## config.mk

```make
export PLATFORM = sky130hd
export DESIGN_NAME = analyser_seq
export DESIGN_NICKNAME = d
export VERILOG_FILES = /design/src/verilog/seq_pkg.sv /design/src/verilog/analyser_seq.sv
export SDC_FILE = /design/constraint.sdc
export NUM_CORES = 1
export LEC_CHECK = 0
export ABC_CLOCK_PERIOD_IN_PS = 7100
export BUFFER_PORTS_ARGS = -buffer_cell sky130_fd_sc_hd__buf_2
export CAP_MARGIN = 15
export CORE_MARGIN = 10
export CORE_UTILIZATION = 35
export DETAILED_ROUTE_END_ITERATION = 8
export PLACE_DENSITY_LB_ADDON = 0.15
export SLEW_MARGIN = 20
export SYNTH_ARGS = -nofsm -noshare
export SYNTH_HDL_FRONTEND = slang
export SYNTH_SLANG_ARGS = --single-unit
```

## constraint.sdc

```tcl
create_clock -name CLK -period 7.1 [get_ports CLK]
set_input_delay 1.065 -clock CLK [delete_from_list [all_inputs] [get_ports CLK]]
set_output_delay 1.065 -clock CLK [all_outputs]
set_load 0.02 [all_outputs]
```

## src/verilog/seq_pkg.sv

```systemverilog
// constants and types for the warm-up and measurement sequencer
package seq_pkg;
  localparam int unsigned CLK_HZ = 100_000_000;
  localparam int unsigned TICK_CYCLES = CLK_HZ;
  localparam int unsigned TEMP_W = 10;
  localparam logic [9:0] TEMP_TARGET = 10'h145;
  localparam logic [9:0] TEMP_OZONE = 10'h0fa;
  localparam logic [4:0] BG_FILL_S = 5'h08;
  localparam logic [4:0] BG_MEAS_S = 5'h03;
  localparam logic [4:0] FILL_S = 5'h03;
  localparam logic [4:0] FILL_HI_S = 5'h09;
  localparam logic [4:0] FLUSH_EXTRA_S = 5'h04;
  localparam logic [4:0] MEAS_S = 5'h03;
  localparam logic [2:0] PAIRS_STD = 3'h5;
  localparam logic [2:0] PAIRS_TRACE = 3'h3;
  localparam logic [7:0] CONTRAST_RESET = 8'h80;
  localparam logic [7:0] CONTRAST_MAX = 8'hff;
  localparam logic [7:0] CONTRAST_MIN = 8'h00;
  localparam logic [7:0] CH_MINUS = 8'h2d;
  localparam logic [7:0] CH_PLUS = 8'h2b;
  localparam logic [7:0] CH_SPACE = 8'h20;
  localparam logic [7:0] CH_POINT = 8'h2e;
  localparam logic [7:0] CH_UNDER = 8'h5f;
  localparam logic [7:0] CH_ZERO = 8'h30;
  localparam logic [7:0] CH_UPPER_A = 8'h41;
  localparam logic [7:0] CH_LOWER_A = 8'h61;
  typedef enum logic [3:0] {
    S_HV_CHECK = 4'h0,
    S_HV_ADJUST = 4'h1,
    S_HEAT = 4'h3,
    S_BG_FILL = 4'h2,
    S_BG_MEAS = 4'h6,
    S_NO_FILL = 4'h7,
    S_NO_MEAS = 4'h5,
    S_NOX_FILL = 4'h4,
    S_NOX_MEAS = 4'hc
  } seq_state_t;
  typedef enum logic [1:0] {
    A_NONE = 2'h0,
    A_CHAR = 2'h1,
    A_STEP = 2'h2
  } key_action_t;
endpackage : seq_pkg

```

## src/verilog/analyser_seq.sv

```systemverilog
// sequencer: warm-up, fill/measure cycle, status lights and keypad editing
// Notes on behaviour
// no measurement output while warm-up runs after power-on
// warm-up adjusts detector high-voltage pot only when tuning flag is set
// heater setpoint rises stepwise until converter reaches 325 degrees
// at 250 degrees ozone turns on, measuring starts, warm-up ends
// after background, five NO/NOx pairs before next background
// trace-range units run three pairs between backgrounds
// background fill lasts 8 s, background measure 3 s
// NO fill lasts 3 s, or 9 s on high range
// first sample fill after background gets 4 extra seconds
// NO measure lasts 3 s after NO fill
// NOx fill 3 s or 9 s high range, then NOx measure 3 s
// NO2 result is NOx result minus NO result
// red on major failure, orange on minor fault, green when fault free
// green button closes any edit or menu and returns home
// in bootloader all status lights off, keypad backlight on
// repeated number key cycles digit, upper letters, lower letters
// float edit: decimal key gives minus at start if allowed, else point
// float edit: plus key gives plus at start, else space
// other fields: plus/decimal step value by one, month in date month
// home screen: held up/down raises/lowers contrast continuously
// state durations come from a reloading one-second tick counter
module analyser_seq
  import seq_pkg::*;
#(
  parameter int unsigned TICK_DIV = TICK_CYCLES,
  parameter int unsigned CONTRAST_DIV = 1_000_000
) (
  input wire logic CLK,
  input wire logic SRST,
  input wire logic TUNE_REQ,
  output logic HV_ADJUST,
  input wire logic HV_DONE,
  input wire logic [9:0] CONV_TEMP,
  output logic [9:0] HEAT_SETPOINT,
  output logic OZONE_ON,
  output logic WARMUP,
  input wire logic HIGH_RANGE,
  input wire logic TRACE_RANGE,
  output logic [3:0] SEQ_STATE,
  output logic MEAS_VALID,
  input wire logic [15:0] SIGNAL_IN,
  output logic [15:0] NO_RESULT,
  output logic [15:0] NOX_RESULT,
  output logic [15:0] NO2_RESULT,
  input wire logic FAULT_MAJOR,
  input wire logic FAULT_MINOR,
  input wire logic BOOTLOADER,
  output logic LED_RED,
  output logic LED_ORANGE,
  output logic LED_GREEN,
  output logic BACKLIGHT,
  input wire logic BTN_GREEN,
  input wire logic HOME_SCREEN,
  output logic GO_HOME,
  input wire logic KEY_PRESS,
  input wire logic [3:0] KEY_DIGIT,
  input wire logic KEY_PLUS,
  input wire logic KEY_POINT,
  input wire logic EDIT_TEXT,
  input wire logic EDIT_FLOAT,
  input wire logic EDIT_MONTH,
  input wire logic CURSOR_AT_START,
  input wire logic NEG_ALLOWED,
  output logic [7:0] EDIT_CHAR,
  output logic CHAR_VALID,
  output logic STEP_UP,
  output logic STEP_DOWN,
  output logic MONTH_STEP,
  input wire logic KEY_UP_HELD,
  input wire logic KEY_DOWN_HELD,
  output logic [7:0] CONTRAST
);
  if (TICK_DIV < 2 || CONTRAST_DIV < 2) begin : g_bad_div
    $error("dividers must be at least 2");
  end

  // ****************************************
  // pin synchronisers
  // ****************************************
  logic [2:0] s1, s2;
  always_ff @(posedge CLK) begin
    s1 <= {BTN_GREEN, KEY_UP_HELD, KEY_DOWN_HELD};
    s2 <= s1;
  end
  logic btn_green_q;
  always_ff @(posedge CLK) begin
    if (SRST) btn_green_q <= 1'b0;
    else btn_green_q <= s2[2];
  end

  // ****************************************
  // one-second tick
  // ****************************************
  logic [31:0] tick_cnt;
  logic tick;
  assign tick = (tick_cnt == 32'(TICK_DIV - 1));
  always_ff @(posedge CLK) begin
    if (SRST || tick) tick_cnt <= '0;
    else tick_cnt <= tick_cnt + 32'h1;
  end

  // ****************************************
  // sequencer
  // ****************************************
  seq_state_t state, next_state;
  logic [4:0] secs, next_secs;
  logic [2:0] pairs;
  logic [4:0] fill_len;
  assign fill_len = HIGH_RANGE ? FILL_HI_S : FILL_S;

  function automatic logic [4:0] fill_time(input logic first, input logic [4:0] base);
    fill_time = first ? 5'(base + FLUSH_EXTRA_S) : base;
  endfunction : fill_time

  logic expire;
  assign expire = tick && secs == 5'h01;

  always_comb begin
    next_state = state;
    next_secs = secs;
    case (state)
      S_HV_CHECK: next_state = TUNE_REQ ? S_HV_ADJUST : S_HEAT;
      S_HV_ADJUST: if (HV_DONE) next_state = S_HEAT;
      S_HEAT: if (CONV_TEMP >= TEMP_OZONE) begin
        next_state = S_BG_FILL;
        next_secs = BG_FILL_S;
      end
      S_BG_FILL: if (expire) begin
        next_state = S_BG_MEAS;
        next_secs = BG_MEAS_S;
      end
      S_BG_MEAS: if (expire) begin
        next_state = S_NO_FILL;
        next_secs = fill_time(1'b1, fill_len);
      end
      S_NO_FILL: if (expire) begin
        next_state = S_NO_MEAS;
        next_secs = MEAS_S;
      end
      S_NO_MEAS: if (expire) begin
        next_state = S_NOX_FILL;
        next_secs = fill_len;
      end
      S_NOX_FILL: if (expire) begin
        next_state = S_NOX_MEAS;
        next_secs = MEAS_S;
      end
      S_NOX_MEAS: if (expire) begin
        // at or above, so a range change mid-cycle cannot skip the limit
        if (pairs >= (TRACE_RANGE ? PAIRS_TRACE : PAIRS_STD)) begin
          next_state = S_BG_FILL;
          next_secs = BG_FILL_S;
        end else begin
          next_state = S_NO_FILL;
          next_secs = fill_len;
        end
      end
      default: next_state = S_HV_CHECK;
    endcase
  end

  always_ff @(posedge CLK) begin
    if (SRST) begin
      state <= S_HV_CHECK;
      secs <= '0;
    end else begin
      state <= next_state;
      if (next_state != state) secs <= next_secs;
      else if (tick && secs != 5'h00) secs <= secs - 5'h01;
    end
  end

  always_ff @(posedge CLK) begin
    if (SRST) begin
      pairs <= '0;
    end else if (state == S_BG_MEAS) begin
      pairs <= 3'h1;
    end else if (state == S_NOX_MEAS && next_state == S_NO_FILL) begin
      pairs <= pairs + 3'h1;
    end
  end

  logic warm;
  assign warm = state == S_HV_CHECK || state == S_HV_ADJUST || state == S_HEAT;
  assign WARMUP = warm;
  assign HV_ADJUST = state == S_HV_ADJUST;
  assign SEQ_STATE = state;

  always_ff @(posedge CLK) begin
    if (SRST) OZONE_ON <= 1'b0;
    else if (state == S_HEAT && CONV_TEMP >= TEMP_OZONE) OZONE_ON <= 1'b1;
  end

  // heater ramps one degree per second while converter is no more than 16 degrees below setpoint; slow ramp spares the element
  always_ff @(posedge CLK) begin
    if (SRST) HEAT_SETPOINT <= '0;
    else if (tick && HEAT_SETPOINT < TEMP_TARGET && {1'b0, CONV_TEMP} + 11'h010 >= {1'b0, HEAT_SETPOINT})
      HEAT_SETPOINT <= HEAT_SETPOINT + 10'h001;
  end

  // ****************************************
  // results
  // ****************************************
  always_ff @(posedge CLK) begin
    if (SRST) begin
      NO_RESULT <= '0;
      NOX_RESULT <= '0;
      NO2_RESULT <= '0;
      MEAS_VALID <= 1'b0;
    end else begin
      MEAS_VALID <= 1'b0;
      if (!warm && expire && state == S_NO_MEAS) NO_RESULT <= SIGNAL_IN;
      if (!warm && expire && state == S_NOX_MEAS) begin
        NOX_RESULT <= SIGNAL_IN;
        NO2_RESULT <= SIGNAL_IN - NO_RESULT;
        MEAS_VALID <= 1'b1;
      end
    end
  end

  // ****************************************
  // lights and home button
  // ****************************************
  always_ff @(posedge CLK) begin
    if (SRST) begin
      LED_RED <= 1'b0;
      LED_ORANGE <= 1'b0;
      LED_GREEN <= 1'b0;
      BACKLIGHT <= 1'b0;
    end else begin
      LED_RED <= !BOOTLOADER && FAULT_MAJOR;
      LED_ORANGE <= !BOOTLOADER && !FAULT_MAJOR && FAULT_MINOR;
      LED_GREEN <= !BOOTLOADER && !FAULT_MAJOR && !FAULT_MINOR;
      BACKLIGHT <= BOOTLOADER;
    end
  end
  assign GO_HOME = s2[2] && !btn_green_q;

  // ****************************************
  // keypad editing
  // ****************************************
  logic [3:0] last_key;
  logic [3:0] press_idx;
  function automatic logic [3:0] key_len(input logic [3:0] k);
    case (k)
      4'h0, 4'h1: key_len = 4'h3;
      4'h7, 4'h9: key_len = 4'h9;
      default: key_len = 4'h7;
    endcase
  endfunction : key_len
  function automatic logic [7:0] key_char(input logic [3:0] k, input logic [3:0] i);
    logic [7:0] base;
    logic [3:0] n;
    base = 8'h00;
    n = 4'h0;
    if (k == 4'h2) base = 8'h00;
    else if (k <= 4'h7) base = 8'((k - 4'h2) * 3);
    else if (k == 4'h8) base = 8'h13;
    else base = 8'h16;
    n = (key_len(k) - 4'h1) >> 1;
    if (i == 4'h0) key_char = CH_ZERO + 8'(k);
    else if (k <= 4'h1) key_char = (i == 4'h1) ? CH_SPACE : CH_UNDER;
    else if (i <= n) key_char = CH_UPPER_A + base + 8'(i - 4'h1);
    else key_char = CH_LOWER_A + base + 8'(i - n - 4'h1);
  endfunction : key_char

  always_ff @(posedge CLK) begin
    if (SRST) begin
      last_key <= 4'hf;
      press_idx <= '0;
      EDIT_CHAR <= '0;
      CHAR_VALID <= 1'b0;
      STEP_UP <= 1'b0;
      STEP_DOWN <= 1'b0;
      MONTH_STEP <= 1'b0;
    end else begin
      CHAR_VALID <= 1'b0;
      STEP_UP <= 1'b0;
      STEP_DOWN <= 1'b0;
      MONTH_STEP <= 1'b0;
      if (KEY_PRESS && KEY_PLUS) begin
        last_key <= 4'hf;
        if (EDIT_FLOAT) begin
          EDIT_CHAR <= CURSOR_AT_START ? CH_PLUS : CH_SPACE;
          CHAR_VALID <= 1'b1;
        end else begin
          STEP_UP <= 1'b1;
          MONTH_STEP <= EDIT_MONTH;
        end
      end else if (KEY_PRESS && KEY_POINT) begin
        last_key <= 4'hf;
        if (EDIT_FLOAT) begin
          EDIT_CHAR <= (CURSOR_AT_START && NEG_ALLOWED) ? CH_MINUS : CH_POINT;
          CHAR_VALID <= 1'b1;
        end else begin
          STEP_DOWN <= 1'b1;
          MONTH_STEP <= EDIT_MONTH;
        end
      end else if (KEY_PRESS && KEY_DIGIT <= 4'h9) begin
        if (EDIT_TEXT && KEY_DIGIT == last_key) begin
          press_idx <= (press_idx + 4'h1 == key_len(KEY_DIGIT)) ? 4'h0 : press_idx + 4'h1;
          EDIT_CHAR <= key_char(KEY_DIGIT,
            (press_idx + 4'h1 == key_len(KEY_DIGIT)) ? 4'h0 : press_idx + 4'h1);
        end else begin
          press_idx <= 4'h0;
          EDIT_CHAR <= CH_ZERO + 8'(KEY_DIGIT);
        end
        last_key <= KEY_DIGIT;
        CHAR_VALID <= 1'b1;
      end
    end
  end

  // ****************************************
  // contrast; rate divider keeps a hold from racing to the limit
  // ****************************************
  logic [31:0] ctr_cnt;
  always_ff @(posedge CLK) begin
    if (SRST) begin
      ctr_cnt <= '0;
      CONTRAST <= CONTRAST_RESET;
    end else if (!HOME_SCREEN || !(s2[1] ^ s2[0])) begin
      ctr_cnt <= '0;
    end else if (ctr_cnt == 32'(CONTRAST_DIV - 1)) begin
      ctr_cnt <= '0;
      if (s2[1] && CONTRAST != CONTRAST_MAX) CONTRAST <= CONTRAST + 8'h01;
      if (s2[0] && CONTRAST != CONTRAST_MIN) CONTRAST <= CONTRAST - 8'h01;
    end else begin
      ctr_cnt <= ctr_cnt + 32'h1;
    end
  end

  // ****************************************
  // assertions
  // ****************************************
  property p_no_meas_warm;
    @(posedge CLK) disable iff (SRST) WARMUP |-> !MEAS_VALID;
  endproperty
  a_no_meas_warm: assert property (p_no_meas_warm) else $error("result during warm-up");
  property p_hv_only_req;
    @(posedge CLK) disable iff (SRST) (state == S_HV_CHECK && !TUNE_REQ) |=> !HV_ADJUST;
  endproperty
  a_hv_only_req: assert property (p_hv_only_req) else $error("hv adjust without request");
  property p_ozone;
    @(posedge CLK) disable iff (SRST) (state == S_HEAT && CONV_TEMP >= TEMP_OZONE) |=> OZONE_ON && !WARMUP;
  endproperty
  a_ozone: assert property (p_ozone) else $error("ozone not started");
  property p_setpoint;
    @(posedge CLK) disable iff (SRST) HEAT_SETPOINT <= TEMP_TARGET;
  endproperty
  a_setpoint: assert property (p_setpoint) else $error("setpoint overshoot");
  property p_bg_meas_len;
    @(posedge CLK) disable iff (SRST) (state == S_BG_FILL && next_state == S_BG_MEAS) |=> secs == BG_MEAS_S;
  endproperty
  a_bg_meas_len: assert property (p_bg_meas_len) else $error("bad background time");
  property p_first_fill;
    @(posedge CLK) disable iff (SRST)
      (state == S_BG_MEAS && expire) |=> secs == 5'(fill_len + FLUSH_EXTRA_S);
  endproperty
  a_first_fill: assert property (p_first_fill) else $error("flush extension missing");
  property p_no2;
    @(posedge CLK) disable iff (SRST) MEAS_VALID |-> NO2_RESULT == NOX_RESULT - NO_RESULT;
  endproperty
  a_no2: assert property (p_no2) else $error("no2 mismatch");
  property p_lights;
    @(posedge CLK) disable iff (SRST) $past(BOOTLOADER) |-> !LED_RED && !LED_ORANGE && !LED_GREEN && BACKLIGHT;
  endproperty
  a_lights: assert property (p_lights) else $error("bootloader lights wrong");
  property p_pairs;
    @(posedge CLK) disable iff (SRST) pairs <= PAIRS_STD;
  endproperty
  a_pairs: assert property (p_pairs) else $error("pair count overrun");
  c_bg: cover property (@(posedge CLK) state == S_NOX_MEAS && next_state == S_BG_FILL);
  c_hv: cover property (@(posedge CLK) HV_ADJUST);
  c_result: cover property (@(posedge CLK) MEAS_VALID);
endmodule : analyser_seq

```

== Yosys cells after proc, flatten, opt, wreduce, memory -nomap -nowiden ==
Index checks and enable logic that the tools add are counted.

* Bits in registers: 175
* Input bits: 51
* Output and inout bits: 91

* Add/sub/neg operators: 21
* Multiply operators: 1
* Order comparisons: 8
* Equal/unequal tests: 30
* Mux-type cells: 63
* Bitwise gates (word level): 4
* Reductions and logical operators: 53

{| class="wikitable"
|+ Operators by type and width
! kind !! count
|-
| $mux 8 || 18
|-
| $mux 4 || 18
|-
| $add 32x1->32 const B || 2
|-
| $pmux 4 s9 || 1
|-
| $mux 5 || 7
|-
| $eq 32x20->1 const B || 1
|-
| $eq 32x27->1 const B || 1
|-
| $pmux 5 s5 || 1
|-
| $eq 4x3->1 const B || 6
|-
| $logic_and 1x1->1 || 21
|-
| $add 7x8->8 const A || 2
|-
| $add 8x8->8 || 2
|-
| $sub 16x16->16 || 1
|-
| $ne 3x3->1 const B || 5
|-
| $eq 4x1->1 const B || 3
|-
| $eq 4x2->1 const B || 3
|-
| $eq 4x4->1 const B || 3
|-
| $logic_not 4->1 || 3
|-
| $reduce_or 3->1 || 4
|-
| $add 10x5->11 const B || 1
|-
| $ge 11x10->1 || 1
|-
| $mux 1 || 11
|-
| $add 10x1->10 const B || 1
|-
| $ge 10x8->1 const B || 1
|-
| 40 further kinds || 63
|}

== Longest topological paths before layout ==
* Depth in word-level cells: 20
* Mapped depth: 26
* Gate-level depth less buffers: 26

== Worst setup path before layout ==
Ideal clock, no wire load.

* Kind: input to register
* Start point: in KEY_DIGIT[1]
* End point: reg EDIT_CHAR[7]
* Setup time: 61 ps
* Arrival: 5771 ps
* Setup slack: 1268 ps
* Stages on the path: 26
* Path buffers: 0
* Path through: inv_1 ha_1 and3b_1 o211a_1 or2_2 a21oi_1 inv_1 ha_1 inv_1 fa_1 nor2_1 nor2_1 a21oi_1 a21oi_1 o221ai_1 xor2_1 ha_1 ha_1 a21o_1 a21oi_1 o21bai_1 mux2i_1 o21ba_1 mux2i_1 mux2_1 nand2_1

* Word-level cells in the longest chain between the ends: 20
* Elaborated cells between the ends (all ways): 51
* Those cells by class: add/sub (9); mul (1); order compare (4); eq/ne (7); mux (22); reduce/logical (8)

{| class="wikitable"
|+ RTL lines
! item !! line !! RTL
|-
| start: declaration || analyser_seq.sv:58 || <nowiki>input wire logic [3:0] KEY_DIGIT,</nowiki>
|-
| parallel branches: the longest is 20 deep, another holds $mul 5x3->8 || n/a ||
|-
| end signal: assignment || analyser_seq.sv:286 || <nowiki>EDIT_CHAR <= CURSOR_AT_START ? CH_PLUS : CH_SPACE;</nowiki>
|-
| end signal: assignment || analyser_seq.sv:295 || <nowiki>EDIT_CHAR <= (CURSOR_AT_START && NEG_ALLOWED) ? CH_MINUS : CH_POINT;</nowiki>
|-
| end signal: assignment || analyser_seq.sv:304 || <nowiki>EDIT_CHAR <= key_char(KEY_DIGIT,</nowiki>
|-
| end: declaration || analyser_seq.sv:66 || <nowiki>output logic [7:0] EDIT_CHAR,</nowiki>
|}

Parallel ways; which one is timed is not known. The select of a mux whose other input is x is not followed.
A chain may end at the register's enable or synchronous reset.

== Worst setup path after layout ==
Ends and elaborated chain as after synthesis.

==> results by group <==
Outcome
  – Status: finished, final reports clean

Power and ir drop
  – Overall power: ~2.4 mW
  – VDD IR-drop max: roughly 0.15 mV
  – Cell Pwr Density: 193.1 nW/µm²
  – LEAKAGE: about 5 nW

Critical path
  – Worst r2r path cells: 25
  – CP Class: in2reg
  – CP Capture Type: register
  – Worst-path maximum fanout: 8
  – Worst Path Required: approximately 7.5 ns
  – Worst R2R Start: press_idx[0]$_SDFFE_PP0P_
  – CP Launch Type: input port
  – Reg2Reg Setup Slack: 1.59 ns
  – Worst EP arrival: about 6.6 ns
  – R2R Path End: EDIT_CHAR[7]$_SDFFE_PP0P_

Global routing
  – Initial antenna violation count: 0
  – Vias in the first global route: 8966
  – Total track usage: between 10% and 20%
  – Gr ovfl total: 0
  – First-pass GRT wire length: around 47 mm
  – Largest net degree at the start of global routing: 70

Finish
  – Area Overhead vs Synth: 15.39%
  – Nets@finish: 1566
  – Share of cells above drive strength 1: approximately 15%
  – Diode count: 0
  – Design area: roughly 12000 µm²
  – Final Core Density: around two fifths
  – Post-Layout Cell Count: 1824

Drt
  – Vias per cell: 5.055
  – Residual DRC count: 0
  – Vias post-DR: slightly above 9k
  – Drt pass-1 iters: 4
  – Routed Antenna Nets: 0
  – Routed WL per cell: 15.10 µm
  – Final WL: roughly 28 mm
  – Top layer reached by signal wires: met4
  – Met2 WL: approximately 13 mm
  – Met3 WL: around 990 µm
  – Met1 WL: between 10 and 15 mm
  – Iter 0 DRT Violations: ~490

Die
  – Die area: roughly 38000 µm²
  – Die X: 193.9 µm
  – Initial core utilization: ~36%
  – Num rows: between 60 and 70
  – IO Count: approximately 140
  – Die Y: 193.9 µm
  – Core ar.: 29720 µm²

Placed design
  – Dpl hpwl: roughly 21 mm
  – Port buffer count: about 140
  – Area after DPL: approximately 12000 µm²
  – Post-Place Worst Slack: about 0.52 ns
  – RePlAce Congestion: 0.8498
  – DP Cell Count: 1793

Logic synthesis
  – Post-synthesis cell type count: 85
  – Synth area leader: dfxtp_1
  – Post-Syn Instances: between 1k and 1.5k
  – Yosys reg bits: approximately 180
  – Post-synth EDFFs: 0
  – Synth top area cells: dfxtp_1 (33%), ha_1 (10%), nand2_1 (5.6%)
  – Post-synthesis sequential area ratio: around 33%
  – Largest family of logic cells by synthesized area: simple AND/OR/NAND/NOR gates
  – Compound-cell area share of the yosys netlist: approximately 16%
  – Commonest cells post-synth: dfxtp_1 (175), nand2_1 (159), nor2_1 (145)
  – Yosys warns: 0
  – Ys async rst share: 0%
  – Multiplexer share of the synthesized area: 2.116%
  – Synth Net Count: 1448
  – Syn_area_per_cell: about 8.1 µm²
  – Main synth FF type: dfxtp_1
  – Top cell type's share of synthesized area: between 30% and 40%
  – Most common cell in the netlist: dfxtp_1
  – Post-Synth XOR/XNOR Area: under 10%
  – Simple-Gate Fraction of Synth Area: roughly a quarter
  – Post-synthesis adder-cell area fraction: 11.42%
  – Post-Syn Area: roughly 11000 µm²

Timing
  – Worst-Margin Slew: roughly 1.0 ns
  – F_max: ~160 MHz
  – Final setup fails: 0
  – Max Slew Vio Count: 0
  – Relative slew margins: 30.41%
  – Final period utilization: 87.07%
  – Post-layout min period: around 6.2 ns
  – Worst Setup Slack, final: between 0.9 and 1 ns
  – Final Hold Violating Endpoints: 0
  – Worst hold slack: between 0.3 and 0.4 ns
  – RSZ-0062 raised after global routing: no
  – Setup Skew: around 0.018 ns
  – Fin Setup TNS: 0 ns

CTS
  – Root buf cell: clkbuf_16
  – CTS tree: done
  – Clock Tree Buf Depth: 2
  – Clock Pin Slew Worst Setup and Hold Paths: ~0.070 ns
  – CTS resizes: 0
  – Clock sink count: about 180
  – Hold_buf cts: 0
  – TritonCTS Buffers: 17
  – Clock latency at the later pin of the worst-skew pair: 0.43 ns
  – Setup Fix Bufs, Post-CTS: 0
  – H-tree Lvls: 4

Hold path
  – Worst Hold Class: reg2reg
  – Worst Hold Depth: 0
  – Worst min-delay path startpoint: s1[2]$_DFF_P_
  – End of the worst hold path: s2[2]$_DFF_P_

Run
  – Maxcap violations: 0
[per-layer routing]
layer / vias up / track usage (%)
li1: 4780 / -
met1: 4255 / 19.24
met2: 160 / 23.35
met3: 25 / 2.939
met4: 0 / 3.691
met5: - / 0
[worst max-delay path, stage by stage]
cell,delay [ns]
buf_2,0.19
inv_1,0.18
ha_1,0.28
and3b_1,0.22
o211a_1,0.24
or2_2,0.31
a21oi_1,0.31
inv_1,0.14
ha_1,0.21
inv_1,0.07
fa_1,0.44
nor2_1,0.23
nor2_1,0.07
a21oi_1,0.11
a21oi_1,0.08
o221ai_1,0.24
xor2_1,0.18
ha_1,0.26
ha_1,0.34
a21o_1,0.19
a21oi_1,0.22
o21bai_1,0.11
mux2i_1,0.14
o21ba_1,0.19
mux2i_1,0.16
mux2_1,0.33
nand2_1,0.05
[power by group]
part	total [mW]	switching [mW]	leakage (nW)	internal, mW
Combinational	0.362	0.216	3.38	0.146
Sequential	1.00	0.0108	1.42	0.993
Clock	0.993	0.430	0.293	0.563
[cell families after synthesis]
kind of cell               after synthesis
and+or+nand+nor                        523
adders and majority gates               93
muxes                                   21
AOI/OAI and AO/OA                      261
DFF                                    175
xor gates and xnor gates               101
buffers and inverters                  130
[flip-flops by register name (all words and copies together) (netlist names), 4 cells and up]
name           flops
HEAT_SETPOINT     10
NO_RESULT         16
NO2_RESULT        16
press_idx          4
tick_cnt          32
NOX_RESULT        16
ctr_cnt           32
last_key           4
SEQ_STATE          4
secs               5
CONTRAST           8
EDIT_CHAR          8
[how the worst max path moves through the flow]
stage                      start                         to  slack [ns]
floorplan           KEY_DIGIT[1]  EDIT_CHAR[7]$_SDFFE_PP0P_        1.27
detailed placement  KEY_DIGIT[1]  EDIT_CHAR[7]$_SDFFE_PP0P_        0.52
global placement    KEY_DIGIT[1]  EDIT_CHAR[7]$_SDFFE_PP0P_        0.63
global route        KEY_DIGIT[1]  EDIT_CHAR[7]$_SDFFE_PP0P_        0.53
CTS                 KEY_DIGIT[1]  EDIT_CHAR[7]$_SDFFE_PP0P_        0.96
finish              KEY_DIGIT[1]  EDIT_CHAR[7]$_SDFFE_PP0P_        0.92
[cell type report]
class	instances	area [µm²]
multi-input cells	999	6565
flip-flops and latches	175	3503
inverters	85	319.1
well taps	390	488.0
clock inverters	13	178.9
clock buffers	18	429.2
repair buffers	144	730.7
fillers	3053	17500
[cells in the final DEF, fill, tap and decap left out, types with 5 or more instances in the layout]
cell type / count
nand2_1: 159
o211ai_1: 13
mux2i_1: 12
inv_1: 81
o21bai_1: 6
nor2b_1: 13
a21o_1: 17
nand3_1: 54
o21ai_1: 7
and4_1: 6
nand4_1: 18
dfxtp_1: 175
and3_1: 15
ha_1: 87
and2_1: 7
a22oi_1: 6
a21oi_1: 101
or2_2: 5
o21ai_0: 37
nand2b_1: 15
fa_1: 6
a211oi_1: 9
xnor2_1: 41
nor4b_1: 6
nor4_1: 13
mux2_1: 6
o31ai_1: 5
nor2_1: 145
clkbuf_16: 17
buf_2: 140
xor2_1: 58
nor3_1: 34
o22ai_1: 5
or3_1: 12
Power figures use the tool's default switching activity.
